### src/hdl/sar_ctrl_pkg.sv
// sar_ctrl_pkg: constants and carrier types for the sar converter frame logic
// assumes core_clk at 100 MHz and a serial link clock sampled on it
package sar_ctrl_pkg;
	// ----------------------------------------------------------------
	// resolution and framing
	// ----------------------------------------------------------------
	localparam int RES_12_BITS      = 12;
	localparam int RES_10_BITS      = 10;
	localparam int DONE_EDGE_12     = 14;
	localparam int DONE_EDGE_10     = 11;
	localparam int DONE_EDGE_8      = 9;
	localparam int FRAME_WORD_BITS  = 16;
	localparam int LONG_FRAME_EDGE  = 30;
	localparam int CNT_W            = 6;
	// ----------------------------------------------------------------
	// timing
	// ----------------------------------------------------------------
	localparam int CLK_MHZ          = 100;
	localparam int WAKE_NS          = 1000;
	localparam int WAKE_CYCLES      = (WAKE_NS * CLK_MHZ + 999) / 1000;
	localparam int WAKE_W           = 8;

	function automatic int done_edge(input int res);
		return (res == RES_12_BITS) ? DONE_EDGE_12 :
			(res == RES_10_BITS) ? DONE_EDGE_10 : DONE_EDGE_8;
	endfunction

	// ----------------------------------------------------------------
	// carriers
	// ----------------------------------------------------------------
	typedef struct packed {
		logic cs_n;
		logic sclk;
		logic channel_select;
		logic power_down_request;
	} link_pins_t;

	typedef struct packed {
		logic sdo;
		logic sdo_oe;
	} sdo_pins_t;
endpackage

### src/hdl/pin_sync.sv
// pin_sync: two-flop synchroniser for a vector of pins
// assumes inputs are asynchronous to core_clk
`timescale 1ns/100ps
`default_nettype none
module pin_sync #(
	parameter int           W       = 4,
	parameter logic [W-1:0] RST_VAL = '0
) (
	input  wire logic         core_clk,
	input  wire logic         rst,
	input  wire logic [W-1:0] pins,
	output logic      [W-1:0] pins_sync
);
	logic [W-1:0] meta_q;
	always_ff @(posedge core_clk) begin
		if (rst) begin
			// idle pin levels, so no false edge follows reset
			meta_q    <= RST_VAL;
			pins_sync <= RST_VAL;
		end else begin
			meta_q    <= pins;
			pins_sync <= meta_q;
		end
	end
endmodule
`default_nettype wire

### src/hdl/sar_frame_ctrl.sv
// sar_frame_ctrl: serial frame, conversion timing and auto power-down
// assumes a host spi master; analog core modelled by a sample code input per channel
//
// Summary of operation
// channel_select low picks input pair 0, high picks pair 1.
// host keeps channel_select stable until first rising edge after sampling.
// host best sets channel between first and second rising edges.
// conversion completes on rising edge 14, 11 or 9 by resolution.
// result is unsigned straight binary of the resolution.
// full scale is reference; one step is reference over two^res.
// power-down request high at cs rise arms power-down next frame.
// power-down request sampled only at cs rising edges.
// power-down frame powers down after conversion, still shifts data out.
// host best stops clock after 32nd falling edge in 32-clock.
// wake begins on a rising edge and needs an extra interval.
// host holds cs high over 1 us plus acquisition before first sample.
// host raises power-down request before cs rise of last frame.
// host may stop clock after 14th falling edge, best after 16th.
// host gives at most 29 falling edges per frame for 16-clock.
// device stays powered down while cs stays low.
// cs rise with power-down request low restores normal operation.
// serial clock serves as conversion clock.
// host keeps serial clock fast and lowers frame rate instead.
// host may use 32-clock framing with power-down below 500 kSPS.
// cs fall samples input, drives msb, shifts on falling edges.
// cs low through 30th falling edge selects 32-clock; next outputs zeros.
// serial output is high impedance whenever cs is high.
`timescale 1ns/100ps
`default_nettype none
module sar_frame_ctrl
	import sar_ctrl_pkg::*;
#(
	parameter int RES = RES_12_BITS
) (
	input  wire logic           core_clk,
	input  wire logic           rst,
	input  wire link_pins_t     link_in,
	input  wire logic [RES-1:0] code_ch0,
	input  wire logic [RES-1:0] code_ch1,
	output sdo_pins_t           sdo_out,
	output logic                channel_sel_q,
	output logic                powered_down_q,
	output logic                fully_awake_q,
	output logic                long_frame_q,
	output logic [RES-1:0]      result_q
);
	localparam int DONE = done_edge(RES);
	localparam logic [CNT_W-1:0] DONE_CNT = CNT_W'(DONE);
	localparam logic [CNT_W-1:0] LONG_CNT = CNT_W'(LONG_FRAME_EDGE);
	localparam logic [CNT_W-1:0] WORD_CNT = CNT_W'(FRAME_WORD_BITS);
	localparam logic [WAKE_W-1:0] WAKE_CNT = WAKE_W'(WAKE_CYCLES);
	localparam link_pins_t PINS_IDLE = '{cs_n: 1'b1, default: 1'b0};

	// ----------------------------------------------------------------
	// pin synchronisation and edge finding
	// ----------------------------------------------------------------
	link_pins_t pins_s;
	link_pins_t pins_p_q;
	pin_sync #(.W($bits(link_pins_t)), .RST_VAL(PINS_IDLE)) u_sync (
		.core_clk  (core_clk),
		.rst       (rst),
		.pins      (link_in),
		.pins_sync (pins_s)
	);
	always_ff @(posedge core_clk) begin
		if (rst)
			pins_p_q <= PINS_IDLE;
		else
			pins_p_q <= pins_s;
	end
	logic cs_fall, cs_rise, sclk_rise, sclk_fall, cs_low;
	assign cs_low    = !pins_s.cs_n;
	assign cs_fall   = pins_p_q.cs_n && !pins_s.cs_n;
	assign cs_rise   = !pins_p_q.cs_n && pins_s.cs_n;
	assign sclk_rise = cs_low && !pins_p_q.sclk && pins_s.sclk;
	assign sclk_fall = cs_low && pins_p_q.sclk && !pins_s.sclk;

	// ----------------------------------------------------------------
	// frame edge counters
	// ----------------------------------------------------------------
	logic [CNT_W-1:0] rise_cnt_q, fall_cnt_q;
	always_ff @(posedge core_clk) begin
		if (rst || cs_fall) begin
			rise_cnt_q <= '0;
			fall_cnt_q <= '0;
		end else begin
			if (sclk_rise && rise_cnt_q != '1)
				rise_cnt_q <= rise_cnt_q + 1'b1;
			if (sclk_fall && fall_cnt_q != '1)
				fall_cnt_q <= fall_cnt_q + 1'b1;
		end
	end
	logic conv_done;
	assign conv_done = sclk_rise && (rise_cnt_q == DONE_CNT - 1'b1);

	// ----------------------------------------------------------------
	// channel mux, sample and conversion
	// ----------------------------------------------------------------
	logic [RES-1:0] sample_q;
	always_ff @(posedge core_clk) begin
		if (rst) begin
			channel_sel_q <= 1'b0;
			sample_q      <= '0;
			result_q      <= '0;
		end else begin
			channel_sel_q <= pins_s.channel_select;
			if (cs_fall)
				sample_q <= channel_sel_q ? code_ch1 : code_ch0;
			if (conv_done)
				result_q <= sample_q; // straight binary
		end
	end

	// ----------------------------------------------------------------
	// output shifter
	// ----------------------------------------------------------------
	logic [FRAME_WORD_BITS-1:0] shift_q;
	logic [FRAME_WORD_BITS-1:0] word_now;
	logic                       zeros_next_q;
	assign word_now = {result_q, {(FRAME_WORD_BITS-RES){1'b0}}};
	always_ff @(posedge core_clk) begin
		if (rst) begin
			shift_q <= '0;
			sdo_out <= '0;
		end else if (cs_fall) begin
			// long_frame_q still marks the frame that just ended
			shift_q <= long_frame_q ? '0 : word_now;
			sdo_out <= '{sdo: long_frame_q ? 1'b0 : word_now[FRAME_WORD_BITS-1],
				sdo_oe: 1'b1};
		end else if (!cs_low) begin
			sdo_out <= '0;
		end else if (sclk_fall) begin
			if (fall_cnt_q == WORD_CNT - 1'b1) begin
				// fresh result follows from the 16th falling edge
				shift_q     <= word_now;
				sdo_out.sdo <= word_now[FRAME_WORD_BITS-1];
			end else begin
				shift_q     <= {shift_q[FRAME_WORD_BITS-2:0], 1'b0};
				sdo_out.sdo <= shift_q[FRAME_WORD_BITS-2];
			end
		end
	end

	// ----------------------------------------------------------------
	// framing mode
	// ----------------------------------------------------------------
	always_ff @(posedge core_clk) begin
		if (rst) begin
			long_frame_q <= 1'b0;
			zeros_next_q <= 1'b0;
		end else if (cs_fall) begin
			zeros_next_q <= long_frame_q;
			long_frame_q <= 1'b0;
		end else if (sclk_fall && fall_cnt_q == LONG_CNT - 1'b1) begin
			long_frame_q <= 1'b1;
		end
	end

	// ----------------------------------------------------------------
	// power-down
	// ----------------------------------------------------------------
	typedef enum logic [1:0] {PWR_ON, PWR_DOWN, PWR_WAKE} pwr_state_t;
	pwr_state_t       pwr_q;
	logic             pd_armed_q;
	logic [WAKE_W-1:0] wake_q;
	always_ff @(posedge core_clk) begin
		if (rst)
			pd_armed_q <= 1'b0;
		else if (cs_rise)
			pd_armed_q <= pins_s.power_down_request;
	end
	always_ff @(posedge core_clk) begin
		if (rst) begin
			pwr_q          <= PWR_ON;
			wake_q         <= '0;
			powered_down_q <= 1'b0;
			fully_awake_q  <= 1'b1;
		end else begin
			unique case (pwr_q)
				PWR_ON: begin
					if (conv_done && pd_armed_q) begin
						pwr_q          <= PWR_DOWN;
						powered_down_q <= 1'b1;
						fully_awake_q  <= 1'b0;
					end
				end
				PWR_DOWN: begin
					// held while cs low; a cs rise without request clears it
					if (cs_rise && !pins_s.power_down_request) begin
						pwr_q          <= PWR_WAKE;
						powered_down_q <= 1'b0;
						wake_q         <= WAKE_CNT;
					end else if (!cs_low && sclk_rise_any()) begin
						pwr_q          <= PWR_WAKE;
						powered_down_q <= 1'b0;
						wake_q         <= WAKE_CNT;
					end
				end
				PWR_WAKE: begin
					if (wake_q == '0) begin
						pwr_q         <= PWR_ON;
						fully_awake_q <= 1'b1;
					end else begin
						wake_q <= wake_q - 1'b1;
					end
				end
			endcase
		end
	end
	function automatic logic sclk_rise_any();
		return !pins_p_q.sclk && pins_s.sclk;
	endfunction
endmodule
`default_nettype wire

### config.mk
export PLATFORM = sky130hd
export DESIGN_NAME = sar_frame_ctrl
export DESIGN_NICKNAME = d
export VERILOG_FILES = /design/src/hdl/sar_ctrl_pkg.sv /design/src/hdl/pin_sync.sv /design/src/hdl/sar_frame_ctrl.sv
export SDC_FILE = /design/constraint.sdc
export NUM_CORES = 1
export LEC_CHECK = 0
export BUFFER_PORTS_ARGS = -buffer_cell sky130_fd_sc_hd__buf_2
export CORE_MARGIN = 5
export CORE_UTILIZATION = 56
export DETAILED_ROUTE_END_ITERATION = 7
export PLACE_DENSITY = 0.79
export SLEW_MARGIN = 25
export SYNTH_ARGS = -nofsm -noshare
export SYNTH_HDL_FRONTEND = slang
export SYNTH_SLANG_ARGS = --single-unit
### constraint.sdc
create_clock -name core_clk -period 2.15 [get_ports core_clk]
set_clock_uncertainty 0.05 [all_clocks]
set_input_delay 0.43 -clock core_clk [delete_from_list [all_inputs] [get_ports core_clk]]
set_output_delay 0.43 -clock core_clk [all_outputs]
set_load 0.01 [all_outputs]
==> results by group <==
Clock tree
  – CTS sink cnt: 74
  – CTS tree: done
  – H-tree depth: 3
  – Clk root buf: clkbuf_8
  – CTS clk-pin slew, worst paths: 0.08 ns
  – Insertion delay to the later sink of the worst-skew pair: 0.34 ns
  – # hold bufs at CTS: 0
  – Total CTS buffers: 9
  – Clock buffer depth: 2

GRT
  – Global-route wire length before repair: 10600 um
  – GRT Overall Usage: 17.8%
  – GRT overflow: 0
  – Pin count of the biggest net entering global routing: 43
  – Vias in the first global route: 2429
  – Antenna violations before repair: 0

Place
  – Global placement routability congestion: 0.838
  – Pre-CTS WS: 0.209 ns
  – HPWL after DPL: 4220 um
  – Placed Area: 0.00349 mm^2
  – Port Buf Inserts: 47

Worst setup path
  – CP required: 2.37 ns
  – Crit path max fanout: 7
  – Flop2flop setup slack: 0.21 ns
  – Critical Path AT: 2.16 ns
  – Worst setup EP type: flop
  – Critical Path Source Type: flop
  – WS Path Type: reg2reg

Synth
  – Post-synth top flop: dfxtp_1
  – Ranking of synthesized cells by area: dfxtp_1 47%, mux2i_1 8.5%, nor2_1 7.4%
  – Syn nets: 382
  – Cell Area, Synth: 0.00318 mm^2
  – EDFF count, synth: 0
  – Syn. warnings: 0
  – Synth area leader: dfxtp_1
  – Seq/Total Area, Yosys: 46.7%
  – Mapped Cells: 342
  – Asr flop ratio synth: 0%
  – Synthesis-stage register bit count: 74
  – Share of the synthesized area in the top cell type: 46.7%
  – Count of unique library cells instantiated by Yosys: 45
  – Syn Area/Cell: 9.29 um^2

Min path
  – Worst hold path type: in2reg

Floorplanning
  – Row count: 27
  – Die Y: 85.3 um
  – Initial Util: 57.7%
  – Die area: 0.00728 mm^2
  – Die W: 85.3 um
  – IO Count: 48
  – Area of the core: 0.00551 mm^2

Timing
  – Period utilization: 90.1%
  – Slew Limit Headroom: 59.0%
  – F_max: 0.516 GHz
  – Worst Slack Setup Final: 0.212 ns
  – Final setup violating endpoints: 0
  – Hold Fails Final Rpt: 0
  – Slew @ Worst Pin: 0.613 ns
  – Max-slew violation count: 0
  – RSZ-0062 raised after global routing: false
  – Setup TNS: 0 ns
  – Fin crit period: 1.94 ns

Detailed routing
  – Pre-antenna DRT Iters: 4
  – Routed vias: 2556
  – Drt first-iter violations: 113
  – WL met2: 2700 um
  – Routed WL: 6130 um
  – Final ANT Viol Nets: 0
  – Top Layer Used: met4
  – Wirelength per Cell: 13.1 um
  – Met1 Wirelength: 2960 um
  – Met3 WL: 396 um
  – Via density: 5.47
  – DRC: 0

Layout
  – Final nets: 431
  – Design area: 0.00369 mm^2
  – Final core utilization: 67.0%
  – Synth-to-Final Area Change: 16.1%
  – Fillcell total: 415
  – ANT cells: 0
  – Share of layout cells above drive strength 1: 21.0%

Job
  – Max-cap violations: 0

Power and ir drop
  – Pwr Density: 853 mW/mm^2
  – Peak supply drop: 0.681 mV
  – LEAKAGE: 0.00156 uW

Run status
  – Status: finished, final reports clean
power breakdown:
part,internal [uW],switching (uW)
Sequential,1460,99.0
Combinational,244,297
Clock,530,515
repair_timing:
action,CTS,global route
setup buffers,0,0
gates resized for setup,0,1
endpoints found under the setup margin,0,2
layer usage:
layer / global-route usage (%) / vias to the layer above
li1: - / 1307
met4: 8.20 / 0
met3: 4.47 / 7
met1: 23.4 / 1176
met5: 0 / -
met2: 27.3 / 66
kinds of logic (layout without fill, tap and decap cells):
| group | Yosys count | count (layout) | synth area share [%] |
|---|---|---|---|
| flip-flops | 74 | 74 | 46.7 |
| XOR/XNOR | 9 | 9 | 2.48 |
| adder cells (fa/ha/maj) | 10 | 10 | 3.94 |
| AND/OR/NAND/NOR | 131 | 131 | 20.6 |
| multiplexers | 28 | 28 | 8.87 |
| buffers and inverters | 29 | 82 | 3.55 |
| AO/OA/AOI/OAI | 61 | 61 | 13.9 |
final cells by class:
type | instances | area [um^2] | area share [%]
multi-input combinational | 239 | 1590 | 43.0
sequential | 74 | 1480 | 40.2
timing repair buffer | 54 | 288 | 7.80
clock buffer | 9 | 124 | 3.36
tap | 72 | 90.1 | 2.44
clock inverter | 6 | 68.8 | 1.87
inverter | 13 | 48.8 | 1.32
layout by cell type, fill, tap and decap left out, types with 2 or more instances in the layout:
cell        instances
a211oi_1           20
xor2_1              7
nor3_1             13
nand4_1             5
buf_4               7
or2_2               5
xnor2_1             2
clkbuf_8            9
inv_1              13
buf_2              47
or3_1               2
nor2_1             63
a21oi_1            10
a31o_2              2
and3_1              4
dfxtp_1            74
o21ai_0             5
nand2b_1            2
a221oi_1           10
and2_1              2
clkinvlp_4          4
nand3_1             6
nor2b_1            10
nand2_1            10
ha_1               10
a31oi_1             4
mux2i_1            27
stage by stage:
| stage | std cells | hold WS, ns | power [uW] |
|---|---|---|---|
| finish | 467 | 0.214 | 3140 |
| global route | 467 | 0.219 | 3300 |
| CTS | 467 | 0.209 | 3150 |
| detailed placement | 452 | 0.344 | 2120 |
| global placement | 452 | 0.343 | 2100 |
| floorplan | 342 | 0.339 | 1990 |
critical path: stages (launching register included):
cell     delay, ns
dfxtp_1       0.39
inv_1         0.08
ha_1          0.27
and4_2        0.23
a211o_1       0.35
or3_1         0.37
a21oi_1       0.13
synth_stat cells, types with 2 or more instances:
library cell and count:
dfxtp_1 74, nand2_1 10, mux2i_1 27, buf_2 3
and3_1 4, nor2_1 63, a31o_2 2, a21oi_1 10
or2_2 5, a221oi_1 10, and2_1 2, clkbuf_1 12
o21ai_0 5, xor2_1 7, nand4_1 5, nand3_1 6
nor2b_1 10, inv_1 13, nand2b_1 2, ha_1 10
a31oi_1 4, xnor2_1 2, a211oi_1 21, nor3_1 13
or3_1 2
state kept, by name, summed over array words and instances, names as in the netlist, 2 cells and up:
name / count
result_q: 12
sample_q: 12
shift_q: 11
wake_q: 8
fall_cnt_q: 6
rise_cnt_q: 6
u_sync.meta_q: 4
u_sync.pins_sync: 4
pins_p_q: 2
pwr_q: 2
sdo_out: 2
worst paths after layout:
check                    from                   to  depth (start not counted)
max reg2reg          pwr_q[0]            wake_q[4]                          6
min                link_in[3]     u_sync.meta_q[3]                          2
max                  pwr_q[0]            wake_q[4]                          6
min reg2reg  u_sync.meta_q[3]  u_sync.pins_sync[3]                          1
No activity file was read; power rests on OpenSTA's default activity.
